File: src/hw/fas_pkg.sv
// package: constants for the flash converter output sequencer
package fas_pkg;
  // comparator bank and output word
  localparam int COMP_NUM = 256;
  localparam int DATA_W = 8;
  localparam int OVR_IDX = 255;
  localparam logic [7:0] CODE_MAX = 8'hff;
  // timing, clock in ns
  localparam int CLK_PERIOD_NS = 8;
  localparam int DATA_VALID_NS = 20;
  localparam int CONV_CYC_RAW = DATA_VALID_NS / CLK_PERIOD_NS;
  localparam int CONV_CYC = (CONV_CYC_RAW < 1) ? 1 : CONV_CYC_RAW;
  localparam logic [3:0] CONV_CNT_LOAD = 4'(CONV_CYC);
  // register bus
  localparam int ADDR_W = 8;
  localparam int REG_W = 32;
  localparam logic [7:0] RESULT_OFS = 8'h00;
  localparam logic [7:0] STATUS_OFS = 8'h04;
  localparam logic [7:0] MASK_OFS = 8'h08;
  localparam logic [7:0] SAMPLE_CNT_OFS = 8'h0c;
  localparam logic [7:0] OVR_CNT_OFS = 8'h10;
  localparam logic [7:0] PIN_STATE_OFS = 8'h14;
  // event bit positions in status and mask
  localparam int EV_W = 3;
  localparam int EV_SAMPLE = 0;
  localparam int EV_OVR_RISE = 1;
  localparam int EV_DRIVE_CHG = 2;
  // reset values
  localparam logic [2:0] STATUS_RST = 3'h0;
  localparam logic [2:0] MASK_RST = 3'h0;
  localparam logic [7:0] RESULT_RST = 8'h00;
  localparam logic [15:0] CNT_RST = 16'h0000;
  // field position of overrange in result register
  localparam int RESULT_OVR_BIT = 8;
  // sequencer states
  typedef enum logic [3:0] {
    SEQ_IDLE = 4'b0001,
    SEQ_TRACK = 4'b0010,
    SEQ_CONVERT = 4'b0100,
    SEQ_SHOW = 4'b1000
  } fas_seq_t;
endpackage : fas_pkg

File: src/hw/fas_gray_to_bin.sv
// gray code to natural binary translation
`timescale 1ns/10ps
`default_nettype none
module fas_gray_to_bin #(
  parameter int W = 8
) (
  input wire logic [W-1:0] gray_i,
  output logic [W-1:0] bin_o
);
  // each binary bit is the xor of all gray bits at and above it
  always_comb begin
    bin_o[W-1] = gray_i[W-1];
    for (int i = W - 2; i >= 0; i--) begin
      bin_o[i] = bin_o[i+1] ^ gray_i[i];
    end
  end
endmodule // fas_gray_to_bin
`default_nettype wire

File: src/hw/fas_sequencer.sv
// flash converter digital side: sample, encode, latch, drive
`timescale 1ns/10ps
`default_nettype none
module fas_sequencer
  import fas_pkg::*;
(
  input wire logic ref_clk_i,
  input wire logic sys_rst_i,
  // conversion clock pin from the system
  input wire logic conv_clk_i,
  // comparator outputs, index 0 is the lowest threshold
  input wire logic [fas_pkg::COMP_NUM-1:0] comparator_i,
  // output enables and their open-pin indications
  input wire logic out_en_i,
  input wire logic out_en_n_i,
  input wire logic out_en_open_i,
  input wire logic out_en_n_open_i,
  // converted word and overrange
  output logic [fas_pkg::DATA_W-1:0] conversion_result_o,
  output logic conversion_result_oe_n_o,
  output logic overrange_flag_o,
  // register port
  input wire logic [fas_pkg::ADDR_W-1:0] reg_addr_i,
  input wire logic [fas_pkg::REG_W-1:0] reg_wdata_i,
  input wire logic reg_wr_i,
  input wire logic reg_rd_i,
  output logic [fas_pkg::REG_W-1:0] reg_rdata_o,
  // interrupt
  output logic irq_o
);
  import fas_pkg::*;

  // popcount of the in-range comparators
  function automatic logic [8:0] count_ones(
    input logic [COMP_NUM-2:0] v
  );
    logic [8:0] acc;
    acc = 9'h000;
    for (int i = 0; i < COMP_NUM - 1; i++) begin
      acc = acc + {8'h00, v[i]};
    end
    return acc;
  endfunction

  // binary to gray
  function automatic logic [7:0] to_gray(input logic [7:0] b);
    return b ^ {1'b0, b[7:1]};
  endfunction

  // two flop synchronisers for pins
  logic clk_s1_r;
  logic clk_s2_r;
  logic clk_d_r;
  logic [COMP_NUM-1:0] comp_s1_r;
  logic [COMP_NUM-1:0] comp_s2_r;
  logic [3:0] en_s1_r;
  logic [3:0] en_s2_r;

  always_ff @(posedge ref_clk_i or posedge sys_rst_i) begin
    if (sys_rst_i) begin
      clk_s1_r <= 1'b0;
      clk_s2_r <= 1'b0;
      clk_d_r <= 1'b0;
    end else begin
      clk_s1_r <= conv_clk_i;
      clk_s2_r <= clk_s1_r;
      clk_d_r <= clk_s2_r;
    end
  end

  always_ff @(posedge ref_clk_i or posedge sys_rst_i) begin
    if (sys_rst_i) begin
      comp_s1_r <= '0;
      comp_s2_r <= '0;
    end else begin
      comp_s1_r <= comparator_i;
      comp_s2_r <= comp_s1_r;
    end
  end

  always_ff @(posedge ref_clk_i or posedge sys_rst_i) begin
    if (sys_rst_i) begin
      en_s1_r <= 4'h0;
      en_s2_r <= 4'h0;
    end else begin
      en_s1_r <= {out_en_i, out_en_n_i, out_en_open_i, out_en_n_open_i};
      en_s2_r <= en_s1_r;
    end
  end

  // edges of the conversion clock
  wire clk_rise = clk_s2_r & ~clk_d_r;
  wire clk_fall = ~clk_s2_r & clk_d_r;

  // sequencer state
  fas_seq_t seq_r;
  fas_seq_t seq_nxt;
  logic [3:0] conv_cnt_r;
  logic [3:0] conv_cnt_nxt;
  logic [COMP_NUM-1:0] comp_latch_r;
  logic [7:0] gray_r;
  logic ovr_hold_r;
  logic [7:0] result_r;
  logic ovr_r;
  wire [7:0] bin_w;

  always_comb begin
    seq_nxt = seq_r;
    conv_cnt_nxt = conv_cnt_r;
    case (seq_r)
      SEQ_IDLE: begin
        if (clk_rise) begin
          seq_nxt = SEQ_TRACK;
        end
      end
      SEQ_TRACK: begin
        if (clk_fall) begin
          seq_nxt = SEQ_CONVERT;
          conv_cnt_nxt = CONV_CNT_LOAD - 4'h1;
        end
      end
      SEQ_CONVERT: begin
        if (conv_cnt_r == 4'h1) begin
          seq_nxt = SEQ_SHOW;
          conv_cnt_nxt = 4'h0;
        end else begin
          conv_cnt_nxt = conv_cnt_r - 4'h1;
        end
      end
      SEQ_SHOW: begin
        if (clk_rise) begin
          seq_nxt = SEQ_TRACK;
        end
      end
      default: begin
        seq_nxt = SEQ_IDLE;
        conv_cnt_nxt = 4'h0;
      end
    endcase
  end

  // comparators follow the input only while the clock is high
  wire comp_track = clk_s2_r;
  // thresholds below the top one give the code, saturating
  wire [8:0] comp_count = count_ones(comp_latch_r[COMP_NUM-2:0]);
  wire [7:0] code_sat = (comp_count > {1'b0, CODE_MAX}) ?
                        CODE_MAX : comp_count[7:0];
  wire conv_start = (seq_r == SEQ_TRACK) && clk_fall;
  wire conv_done = (seq_r == SEQ_CONVERT) && (conv_cnt_r == 4'h1);

  fas_gray_to_bin #(
    .W(DATA_W)
  ) u_gray_to_bin (
    .gray_i(gray_r),
    .bin_o(bin_w)
  );

  always_ff @(posedge ref_clk_i or posedge sys_rst_i) begin
    if (sys_rst_i) begin
      seq_r <= SEQ_IDLE;
      conv_cnt_r <= 4'h0;
    end else begin
      seq_r <= seq_nxt;
      conv_cnt_r <= conv_cnt_nxt;
    end
  end

  always_ff @(posedge ref_clk_i or posedge sys_rst_i) begin
    if (sys_rst_i) begin
      comp_latch_r <= '0;
    end else begin
      if (comp_track) begin
        comp_latch_r <= comp_s2_r;
      end
    end
  end

  always_ff @(posedge ref_clk_i or posedge sys_rst_i) begin
    if (sys_rst_i) begin
      gray_r <= 8'h00;
      ovr_hold_r <= 1'b0;
    end else begin
      if (conv_start) begin
        gray_r <= to_gray(code_sat);
        ovr_hold_r <= comp_latch_r[OVR_IDX];
      end
    end
  end

  always_ff @(posedge ref_clk_i or posedge sys_rst_i) begin
    if (sys_rst_i) begin
      result_r <= RESULT_RST;
      ovr_r <= 1'b0;
    end else begin
      if (conv_done) begin
        result_r <= bin_w;
        ovr_r <= ovr_hold_r;
      end
    end
  end

  // enables: open pins read as one, drive only for 1 and 0
  wire en_lvl = en_s2_r[3] | en_s2_r[1];
  wire en_n_lvl = en_s2_r[2] | en_s2_r[0];
  wire drive_w = en_lvl & ~en_n_lvl;

  // output register stage
  logic drive_r;
  logic oe_n_r;
  logic [7:0] out_r;
  logic ovr_out_r;

  always_ff @(posedge ref_clk_i or posedge sys_rst_i) begin
    if (sys_rst_i) begin
      drive_r <= 1'b0;
      oe_n_r <= 1'b1;
      out_r <= RESULT_RST;
      ovr_out_r <= 1'b0;
    end else begin
      drive_r <= drive_w;
      oe_n_r <= ~drive_w;
      out_r <= result_r;
      ovr_out_r <= ovr_r;
    end
  end

  assign conversion_result_o = out_r;
  assign conversion_result_oe_n_o = oe_n_r;
  assign overrange_flag_o = ovr_out_r;

  // events
  logic ovr_prev_r;
  logic drive_prev_r;
  wire [EV_W-1:0] ev_set;
  assign ev_set[EV_SAMPLE] = conv_done;
  assign ev_set[EV_OVR_RISE] = ovr_r & ~ovr_prev_r;
  assign ev_set[EV_DRIVE_CHG] = drive_r ^ drive_prev_r;

  // register decode
  wire sel_result = reg_addr_i == RESULT_OFS;
  wire sel_status = reg_addr_i == STATUS_OFS;
  wire sel_mask = reg_addr_i == MASK_OFS;
  wire sel_smp_cnt = reg_addr_i == SAMPLE_CNT_OFS;
  wire sel_ovr_cnt = reg_addr_i == OVR_CNT_OFS;
  wire sel_pins = reg_addr_i == PIN_STATE_OFS;

  logic [EV_W-1:0] status_r;
  logic [EV_W-1:0] status_nxt;
  logic [EV_W-1:0] mask_r;
  logic [15:0] smp_cnt_r;
  logic [15:0] ovr_cnt_r;
  logic [REG_W-1:0] rdata_r;
  logic [REG_W-1:0] rdata_nxt;
  logic irq_r;

  // write one to clear, a new event wins over the clear
  wire [EV_W-1:0] status_clr = (reg_wr_i && sel_status) ?
                               reg_wdata_i[EV_W-1:0] : '0;
  assign status_nxt = (status_r & ~status_clr) | ev_set;

  always_comb begin
    rdata_nxt = '0;
    if (reg_rd_i) begin
      if (sel_result) begin
        rdata_nxt[7:0] = result_r;
        rdata_nxt[RESULT_OVR_BIT] = ovr_r;
      end else if (sel_status) begin
        rdata_nxt[EV_W-1:0] = status_r;
      end else if (sel_mask) begin
        rdata_nxt[EV_W-1:0] = mask_r;
      end else if (sel_smp_cnt) begin
        rdata_nxt[15:0] = smp_cnt_r;
      end else if (sel_ovr_cnt) begin
        rdata_nxt[15:0] = ovr_cnt_r;
      end else if (sel_pins) begin
        rdata_nxt[3:0] = {clk_s2_r, en_lvl, en_n_lvl, drive_r};
        rdata_nxt[7:4] = seq_r;
      end else begin
        rdata_nxt = '0;
      end
    end
  end

  always_ff @(posedge ref_clk_i or posedge sys_rst_i) begin
    if (sys_rst_i) begin
      status_r <= STATUS_RST;
      mask_r <= MASK_RST;
      irq_r <= 1'b0;
    end else begin
      status_r <= status_nxt;
      if (reg_wr_i && sel_mask) begin
        mask_r <= reg_wdata_i[EV_W-1:0];
      end
      irq_r <= |(status_nxt & mask_r);
    end
  end

  always_ff @(posedge ref_clk_i or posedge sys_rst_i) begin
    if (sys_rst_i) begin
      smp_cnt_r <= CNT_RST;
      ovr_cnt_r <= CNT_RST;
    end else begin
      if (conv_done) begin
        smp_cnt_r <= smp_cnt_r + 16'h0001;
      end
      if (ev_set[EV_OVR_RISE]) begin
        ovr_cnt_r <= ovr_cnt_r + 16'h0001;
      end
    end
  end

  always_ff @(posedge ref_clk_i or posedge sys_rst_i) begin
    if (sys_rst_i) begin
      ovr_prev_r <= 1'b0;
      drive_prev_r <= 1'b0;
      rdata_r <= '0;
    end else begin
      ovr_prev_r <= ovr_r;
      drive_prev_r <= drive_r;
      rdata_r <= rdata_nxt;
    end
  end

  assign reg_rdata_o = rdata_r;
  assign irq_o = irq_r;

endmodule // fas_sequencer
`default_nettype wire
File: config.mk
export PLATFORM = sky130hd
export DESIGN_NAME = fas_sequencer
export DESIGN_NICKNAME = d
export VERILOG_FILES = /design/src/hw/fas_pkg.sv /design/src/hw/fas_gray_to_bin.sv /design/src/hw/fas_sequencer.sv
export SDC_FILE = /design/constraint.sdc
export NUM_CORES = 2
export LEC_CHECK = 0
export BUFFER_PORTS_ARGS = -buffer_cell sky130_fd_sc_hd__buf_2
export CAP_MARGIN = 5
export CORE_ASPECT_RATIO = 0.75
export CORE_MARGIN = 2
export CORE_UTILIZATION = 26
export CTS_CLUSTER_DIAMETER = 60
export DETAILED_ROUTE_END_ITERATION = 8
export REMOVE_ABC_BUFFERS = 1
export SYNTH_ARGS = -nofsm -noshare
export SYNTH_HDL_FRONTEND = slang
export SYNTH_SLANG_ARGS = --single-unit
File: constraint.sdc
create_clock -name ref_clk_i -period 44.3 [get_ports ref_clk_i]
set_input_delay 13.29 -clock ref_clk_i [delete_from_list [all_inputs] [get_ports ref_clk_i]]
set_output_delay 13.29 -clock ref_clk_i [all_outputs]
set_load 0.03 [all_outputs]
==> summary.txt, run 1 <==
Yosys
  – Top FF cell, synth: sky130_fd_sc_hd__dfrtp_1
  – Library cells used by synthesis: ~60
  – Mean Syn Cell Area: approximately 14 um^2
  – Synth Instances: about 2300
  – Post-synth top area cell: sky130_fd_sc_hd__dfrtp_1
  – Most instantiated library cell after synthesis: sky130_fd_sc_hd__dfrtp_1
  – Fraction of registers with async set/reset: 1.000
  – Share of Yosys cell area claimed by the top area cell type: 0.6500
  – Flops & latches, synth: roughly 870
  – Post-synthesis instance area: between 30000 and 40000 um^2
  – Sequential-to-total area share from yosys stat: 0.6516
  – Number of enable-type register cells in the synthesized netlist: 0
  – Most used standard cells in the synthesized netlist: sky130_fd_sc_hd__dfrtp_1, sky130_fd_sc_hd__inv_1, sky130_fd_sc_hd__fa_1
  – Synth area leaders: sky130_fd_sc_hd__dfrtp_1, sky130_fd_sc_hd__fa_1, sky130_fd_sc_hd__inv_1, sky130_fd_sc_hd__mux2_2, sky130_fd_sc_hd__o21ai_0
  – Synthesis Warnings: 0

Clock network
  – Post_cts resized: 0
  – CTS Hold Bufs: 0
  – Num Clock Sinks: roughly 870
  – CTS tree: built
  – CTS root buf: sky130_fd_sc_hd__clkbuf_16
  – Clock buffer depth: 3
  – Latest clock arrival within the worst-skew pair: roughly 710 ps
  – Total number of H-tree levels: 3
  – Inserted Clock Buffers: 93
  – Number of post-CTS setup repair buffers: 0
  – Clock input transition at the sequential cells of the worst setup and hold paths: 60 ps

Timing
  – Relative slew slack: 0.3410
  – Final number of hold-violating endpoints: 0
  – Final Critical Period: ~17000 ps
  – Portion of the clock cycle consumed by the worst path in the final layout: 0.3774
  – Clock skew: 52.34 ps
  – RSZ-0062 raised after global routing: no
  – Transition time at the pin with the least slew margin: 988.6 ps
  – Setup violators final: 0
  – Count of final max-slew check failures: 0
  – Total negative slack for setup checks: 0 ps
  – Highest attainable clock frequency: around 60 MHz

Detailed routing
  – Final ANT Viol Nets: 0
  – DR DRC count: 0
  – Number of vias per cell after detailed routing: 3.784
  – Routed length per placed instance: between 10 and 15 um
  – Drt pass-1 iters: 5
  – Detailed-route wire length: between 60000 and 70000 um
  – Violation count after the first detailed-routing iteration: 877
  – Total vias in the final route: between 15000 and 20000

Outcome
  – Outcome: completed

Setup path
  – Kind of launch point of the worst setup path: input pin
  – Count of buffering cells on the critical path with inverters included: 6
  – Worst reg2reg setup slack: between 30000 and 40000 ps
  – Required arrival time at the worst endpoint: 44940 ps
  – Cells along the critical path: buf_2, inv_8, buf_4, buf_4, buf_4, buf_12
  – Crit-path slowest cell: sky130_fd_sc_hd__buf_4
  – Most frequent CP cell: sky130_fd_sc_hd__buf_4
  – Critical path peak fanout: roughly 150
  – Crit end category: asynchronous set/reset pin
  – Crit Path Class: input pin to asynchronous set/reset pin
  – Crit-path max cell delay: around 860 ps
  – Category of cells accounting for the largest share of critical-path delay: buffers and inverters
  – Worst EP arrival: roughly 17000 ps

Global routing
  – Pin count of the biggest net entering global routing: around 190
  – Antenna violations before repair: 7
  – Number of global-route vias before repair: ~18000
  – Residual overflow from global routing: 0
  – GRT Util Overall: 0.1018
  – Wire length of the first global-routing pass: slightly above 100000 um

Die
  – Die span in y: 314.8 um
  – IO Pins: roughly 350
  – Std-Cell Rows: about 110
  – Die X-Extent: ~420 um
  – Core Footprint: about 130000 um^2
  – Total die area: about 130000 um^2
  – Initial cell density of the core: 0.2609

Place
  – HPWL after detailed placement: ~47000 um
  – GPL Wtd Cong: roughly 0.8
  – Number of buffers inserted by port buffering: approximately 300

Min path
  – HP Class: register to register

Final layout
  – Fillers: 12760
  – Area growth from synthesis to layout: 20.05%
  – Share of final-layout standard cells stronger than drive strength 1: 0.2230
  – Total Nets Final: ~3300

Run
  – Number of maximum-capacitance constraint violations: 0
## cell families (layout without fill, tap and decap cells)
family | count (synthesis) | after routing | synth area share
flip-flops | 872 | 872 | 0.6516
buffers and inverters | 465 | 877 | 0.05454
AND/OR/NAND/NOR | 290 | 290 | 0.03811
adder cells (fa/ha/maj) | 284 | 284 | 0.1601
AO/OA/AOI/OAI | 225 | 225 | 0.03755
multiplexers | 131 | 131 | 0.04404
XOR/XNOR | 50 | 50 | 0.01393
other | 1 | 19 | 0.0001120
## final cells by class
cell class,instances,area [um^2],area share
Antenna cell,3,7.507,0.0001867
Clock buffer,128,2690,0.06691
Clock inverter,42,544.3,0.01354
Inverter,393,1483,0.03688
Multi-Input combinational cell,996,9898,0.2462
Sequential cell,872,21830,0.5429
Tap cell,1682,2105,0.05234
Timing Repair Buffer,314,1652,0.04108
## worst reg2reg max path, cell delays in order (launching register included)
cell	delay, ps
sky130_fd_sc_hd__dfrtp_1	320
sky130_fd_sc_hd__inv_1	60
sky130_fd_sc_hd__fa_1	550
sky130_fd_sc_hd__inv_1	70
sky130_fd_sc_hd__fa_1	480
sky130_fd_sc_hd__inv_1	50
sky130_fd_sc_hd__fa_1	460
sky130_fd_sc_hd__fa_1	570
sky130_fd_sc_hd__inv_1	100
sky130_fd_sc_hd__fa_1	510
sky130_fd_sc_hd__inv_1	50
sky130_fd_sc_hd__fa_1	500
sky130_fd_sc_hd__inv_1	70
sky130_fd_sc_hd__fa_1	490
sky130_fd_sc_hd__inv_1	60
sky130_fd_sc_hd__fa_1	460
sky130_fd_sc_hd__fa_1	550
sky130_fd_sc_hd__fa_1	440
sky130_fd_sc_hd__fa_1	520
sky130_fd_sc_hd__fa_1	200
sky130_fd_sc_hd__inv_1	60
sky130_fd_sc_hd__fa_1	410
sky130_fd_sc_hd__a211oi_1	300
sky130_fd_sc_hd__o21bai_1	110
sky130_fd_sc_hd__a21oi_1	230
sky130_fd_sc_hd__o21ai_0	110
sky130_fd_sc_hd__a211o_1	410
sky130_fd_sc_hd__a2bb2oi_1	170
## cells in the final DEF (no fill, tap or decap), types with 5 or more instances in the layout
master,count
sky130_fd_sc_hd__ha_1,43
sky130_fd_sc_hd__xor2_1,14
sky130_fd_sc_hd__clkbuf_8,21
sky130_fd_sc_hd__o21ai_0,167
sky130_fd_sc_hd__clkbuf_16,94
sky130_fd_sc_hd__conb_1,16
sky130_fd_sc_hd__nand3_1,10
sky130_fd_sc_hd__xnor2_1,34
sky130_fd_sc_hd__buf_2,302
sky130_fd_sc_hd__inv_1,392
sky130_fd_sc_hd__mux2_2,131
sky130_fd_sc_hd__nor2b_1,9
sky130_fd_sc_hd__a221oi_1,5
sky130_fd_sc_hd__nand2b_1,6
sky130_fd_sc_hd__a22oi_1,16
sky130_fd_sc_hd__nand4_1,8
sky130_fd_sc_hd__bufinv_16,5
sky130_fd_sc_hd__inv_6,6
sky130_fd_sc_hd__fa_1,241
sky130_fd_sc_hd__nand2_1,190
sky130_fd_sc_hd__dfrtp_1,869
sky130_fd_sc_hd__and3_1,5
sky130_fd_sc_hd__clkbuf_1,13
sky130_fd_sc_hd__nor2_1,39
sky130_fd_sc_hd__buf_4,8
sky130_fd_sc_hd__clkinv_2,14
sky130_fd_sc_hd__clkinv_8,6
sky130_fd_sc_hd__a21oi_1,13
## state kept, by name, indices dropped and copies added (netlist names), 8 cells and up
signal	flops
comp_s1_r	256
reg_rdata_o	16
ovr_cnt_r	16
conversion_result_o	8
comp_s2_r	256
gray_r	8
smp_cnt_r	16
comp_latch_r	256
result_r	8
## path summary, 6_finish.rpt
| check | startpoint | end | cells past startpoint |
|---|---|---|---|
| worst max-delay path | sys_rst_i | clk_s2_r | 6 |
| worst min-delay path | comp_s1_r[101] | comp_s2_r[101] | 0 |
| worst max register to register | comp_latch_r[131] | gray_r[7] | 27 |
| worst min register to register | comp_s1_r[101] | comp_s2_r[101] | 0 |
| max in group ref_clk_i | reg_addr_i[7] | reg_rdata_o[4] | 6 |
| min in group asynchronous | sys_rst_i | comp_s2_r[29] | 2 |
## stage by stage
step,cell area (um^2),utilization,cells,setup WS [ps],hold WS [ps]
after global placement,36960,0.2879,4257,26640,332.4
after CTS,40200,0.3131,4427,27420,326.0
after floorplan,33200,-,2261,6506,331.2
after detailed placement,36960,0.2879,4257,26600,334.7
after global routing,40200,0.3132,4428,26880,324.2
final,40210,0.3132,4430,27580,330.3
## layer usage
metal,vias up,GRT usage,share of wire
met5,-,0,0
met4,0,0.03380,0.025
met3,120,0.02573,0.047
met2,285,0.1623,0.48
met1,8528,0.1356,0.45
li1,7832,-,-
Power of run 1 is not shown: default switching activity piles up to over one toggle a cycle in this logic, so the estimate is an artifact.
==> run 2: changes to the inputs <==
clock period = 17.31 ns   (was 44.3 ns; I/O delays follow)
==> run 2 against run 1 <==
  * Non-clock buffer count is 4 higher
  * Via count is 0.18% higher
  * Sequential share of layout area is 0.052 points higher
==> summary.txt, run 2 (synthesis results as in run 1) <==
Outcome
  – Outcome: completed (unchanged)

Die
  – Std-Cell Rows: 114 (unchanged)
  – Core Footprint: 128400 um^2 (unchanged)
  – IO Pins: 348 (unchanged)
  – Die span in y: 314.8 um (unchanged)
  – Die X-Extent: 418.4 um (unchanged)
  – Total die area: 131700 um^2 (unchanged)
  – Initial cell density of the core: 0.2609 (unchanged)

Global routing
  – Residual overflow from global routing: 0 (unchanged)
  – Wire length of the first global-routing pass: 104500 um (was 102300 um)
  – Pin count of the biggest net entering global routing: 173 (was 188)
  – Number of global-route vias before repair: 18190 (was 18010)
  – GRT Util Overall: 0.1038 (was 0.1018)
  – Antenna violations before repair: 8 (was 7)

Clock network
  – Total number of H-tree levels: 3 (unchanged)
  – CTS Hold Bufs: 0 (unchanged)
  – CTS tree: built (unchanged)
  – Number of post-CTS setup repair buffers: 0 (unchanged)
  – Clock buffer depth: 3 (unchanged)
  – Num Clock Sinks: 872 (unchanged)
  – Post_cts resized: 0 (unchanged)
  – CTS root buf: sky130_fd_sc_hd__clkbuf_16 (unchanged)
  – Inserted Clock Buffers: 92 (was 93)
  – Latest clock arrival within the worst-skew pair: 700 ps (was 710 ps)
  – Clock input transition at the sequential cells of the worst setup and hold paths: 60 ps (about the same)

Setup path
  – Count of buffering cells on the critical path with inverters included: 6 (unchanged)
  – Start point of the critical path: comp_latch_r[83] (was sys_rst_i)
  – Cells along the critical path: fa_1, inv_1, fa_1, fa_1, inv_1, fa_1, fa_1, inv_1, fa_1, inv_1, fa_1, fa_1, fa_1, fa_1, inv_1, fa_1, inv_1, fa_1, a211oi_1, o21bai_1, a21oi_1, o21ai_0, a211o_1, a2bb2oi_1 (was buf_2, inv_8, buf_4, buf_4, buf_4, buf_12)
  – Crit-path slowest cell: sky130_fd_sc_hd__fa_1 (was sky130_fd_sc_hd__buf_4)
  – Crit end category: register (was asynchronous set/reset pin)
  – Critical path peak fanout: 8 (was 153)
  – Category of cells accounting for the largest share of critical-path delay: adder cells (was buffers and inverters)
  – Required arrival time at the worst endpoint: 17870 ps (was 44940 ps)
  – Crit Path Class: register to register (was input pin to asynchronous set/reset pin)
  – Crit Reg-Reg Startpoint: comp_latch_r[83] (was comp_latch_r[131])
  – Most frequent CP cell: sky130_fd_sc_hd__fa_1 (was sky130_fd_sc_hd__buf_4)
  – Crit-path max cell delay: 560 ps (was 860 ps)
  – Worst EP arrival: 8940 ps (was 17360 ps)
  – Kind of launch point of the worst setup path: register (was input pin)

Min path
  – HP Class: register to register (unchanged)
  – Startpoint of the most critical hold path: comp_s1_r[225] (was comp_s1_r[101])

Final layout
  – Total Nets Final: 3262 (was 3259)
  – Area growth from synthesis to layout: 19.93% (was 20.05%)
  – Combined area of the multi-input logic cells: 9898 um^2 (unchanged)
  – Share of final-layout standard cells stronger than drive strength 1: 0.2221 (was 0.2230)
  – Fillers: 12740 (was 12760)
  – Seq. cell area: 21830 um^2 (unchanged)
  – Registers with the highest flip-flop counts: comp_latch_r x256, comp_s1_r x256, comp_s2_r x256 (unchanged)
  – Most common library cell in the layout ignoring fill and taps: sky130_fd_sc_hd__dfrtp_1 (unchanged)
  – Non-Filler Instances: 4430 (unchanged)
  – Most frequent cells in the layout: sky130_fd_sc_hd__dfrtp_1, sky130_fd_sc_hd__inv_1, sky130_fd_sc_hd__buf_2 (unchanged)

Timing
  – Final number of hold-violating endpoints: 0 (unchanged)
  – Relative slew slack: 0.2527 (was 0.3410)
  – Clock skew: 31.67 ps (was 52.34 ps)
  – Final Hold Slack: 334.0 ps (was 330.3 ps)
  – Highest attainable clock frequency: approximately 120 MHz
  – Portion of the clock cycle consumed by the worst path in the final layout: 0.4840
  – Setup violators final: 0 (unchanged)
  – Final Critical Period: around 8400 ps
  – Total negative slack for setup checks: 0 ps (unchanged)
  – Transition time at the pin with the least slew margin: 1112 ps (was 988.6 ps)
  – RSZ-0062 raised after global routing: no (unchanged)
  – Count of final max-slew check failures: 0 (unchanged)

Detailed routing
  – DR DRC count: 0 (unchanged)
  – Number of vias per cell after detailed routing: 3.791 (was 3.784)
  – Final ANT Viol Nets: 0 (unchanged)
  – Violation count after the first detailed-routing iteration: 1002 (was 877)
  – Drt pass-1 iters: 5 (unchanged)
  – Detailed-route wire length: 65110 um (was 64480 um)
  – Total vias in the final route: 16800 (was 16770)
  – Routed length per placed instance: 14.70 um (was 14.56 um)

Place
  – HPWL after detailed placement: 47330 um (was 46700 um)
  – Number of buffers inserted by port buffering: 302 (unchanged)
  – Cell count after placement: 4261 (was 4257)
  – GPL Wtd Cong: 0.7807 (was 0.7882)

Run
  – Number of maximum-capacitance constraint violations: 0 (unchanged)
[run 2: cell count changes in the layout (fill, tap and decap cells not counted), sizes merged]
| cell | change |
|---|---|
| clkinv | -5 |
| buf | +4 |
| bufinv | +2 |
| diode | -2 |
| inv | +2 |
| clkinvlp | -1 |
[run 2: final timing paths]
check                                 endpoint  slack [ps]  cells past startpoint
max in group asynchronous       comp_s1_r[208]        9870                      5
min in group asynchronous        comp_s1_r[31]        4610                      2
worst min register to register  comp_s2_r[225]         330                      0
worst max register to register       gray_r[7]        8930                     24
worst max-delay path                 gray_r[7]        8930                     24
worst min-delay path            comp_s2_r[225]         330                      0
[run 2: area by class of cell]
| cell class | count | share of cell area |
|---|---|---|
| multi-input cells | 996 | 0.2464 |
| inverters | 393 | 0.03691 |
| repair buffers | 318 | 0.04124 |
| clock inverters | 40 | 0.01414 |
| well taps | 1682 | 0.05239 |
| diodes | 1 | 0.00006230 |
| clock buffers | 128 | 0.06541 |
| flip-flops and latches | 872 | 0.5434 |
[run 2: layer usage]
metal | routed length (um) | up-vias | GRT usage
met3 | 2840 | 129 | 0.02539
met4 | 1616 | 0 | 0.03036
met2 | 31220 | 288 | 0.1657
met1 | 29430 | 8551 | 0.1404
met5 | 0 | - | 0
li1 | - | 7827 | -
[run 2: worst register-to-register path, stage by stage (launching register included)]
cell,delay (ps)
sky130_fd_sc_hd__dfrtp_1,410
sky130_fd_sc_hd__fa_1,550
sky130_fd_sc_hd__inv_1,50
sky130_fd_sc_hd__fa_1,460
sky130_fd_sc_hd__fa_1,520
sky130_fd_sc_hd__inv_1,70
sky130_fd_sc_hd__fa_1,440
sky130_fd_sc_hd__fa_1,550
sky130_fd_sc_hd__inv_1,80
sky130_fd_sc_hd__fa_1,570
sky130_fd_sc_hd__inv_1,80
sky130_fd_sc_hd__fa_1,560
sky130_fd_sc_hd__fa_1,450
sky130_fd_sc_hd__fa_1,530
sky130_fd_sc_hd__fa_1,540
sky130_fd_sc_hd__inv_1,50
sky130_fd_sc_hd__fa_1,530
sky130_fd_sc_hd__inv_1,70
sky130_fd_sc_hd__fa_1,480
sky130_fd_sc_hd__a211oi_1,270
sky130_fd_sc_hd__o21bai_1,100
sky130_fd_sc_hd__a21oi_1,220
sky130_fd_sc_hd__o21ai_0,110
sky130_fd_sc_hd__a211o_1,400
sky130_fd_sc_hd__a2bb2oi_1,170
[run 2: per-stage QoR]
| stage | setup WS (ps) | utilization | cell area [um^2] |
|---|---|---|---|
| after floorplan | -12390 | - | 33200 |
| after global placement | 8835 | 0.2880 | 36970 |
| after global routing | 8471 | 0.3129 | 40160 |
| final | 8932 | 0.3129 | 40170 |
| after CTS | 8799 | 0.3129 | 40160 |
| after detailed placement | 8821 | 0.2880 | 36970 |
Power of run 2 is left out for the same reason.
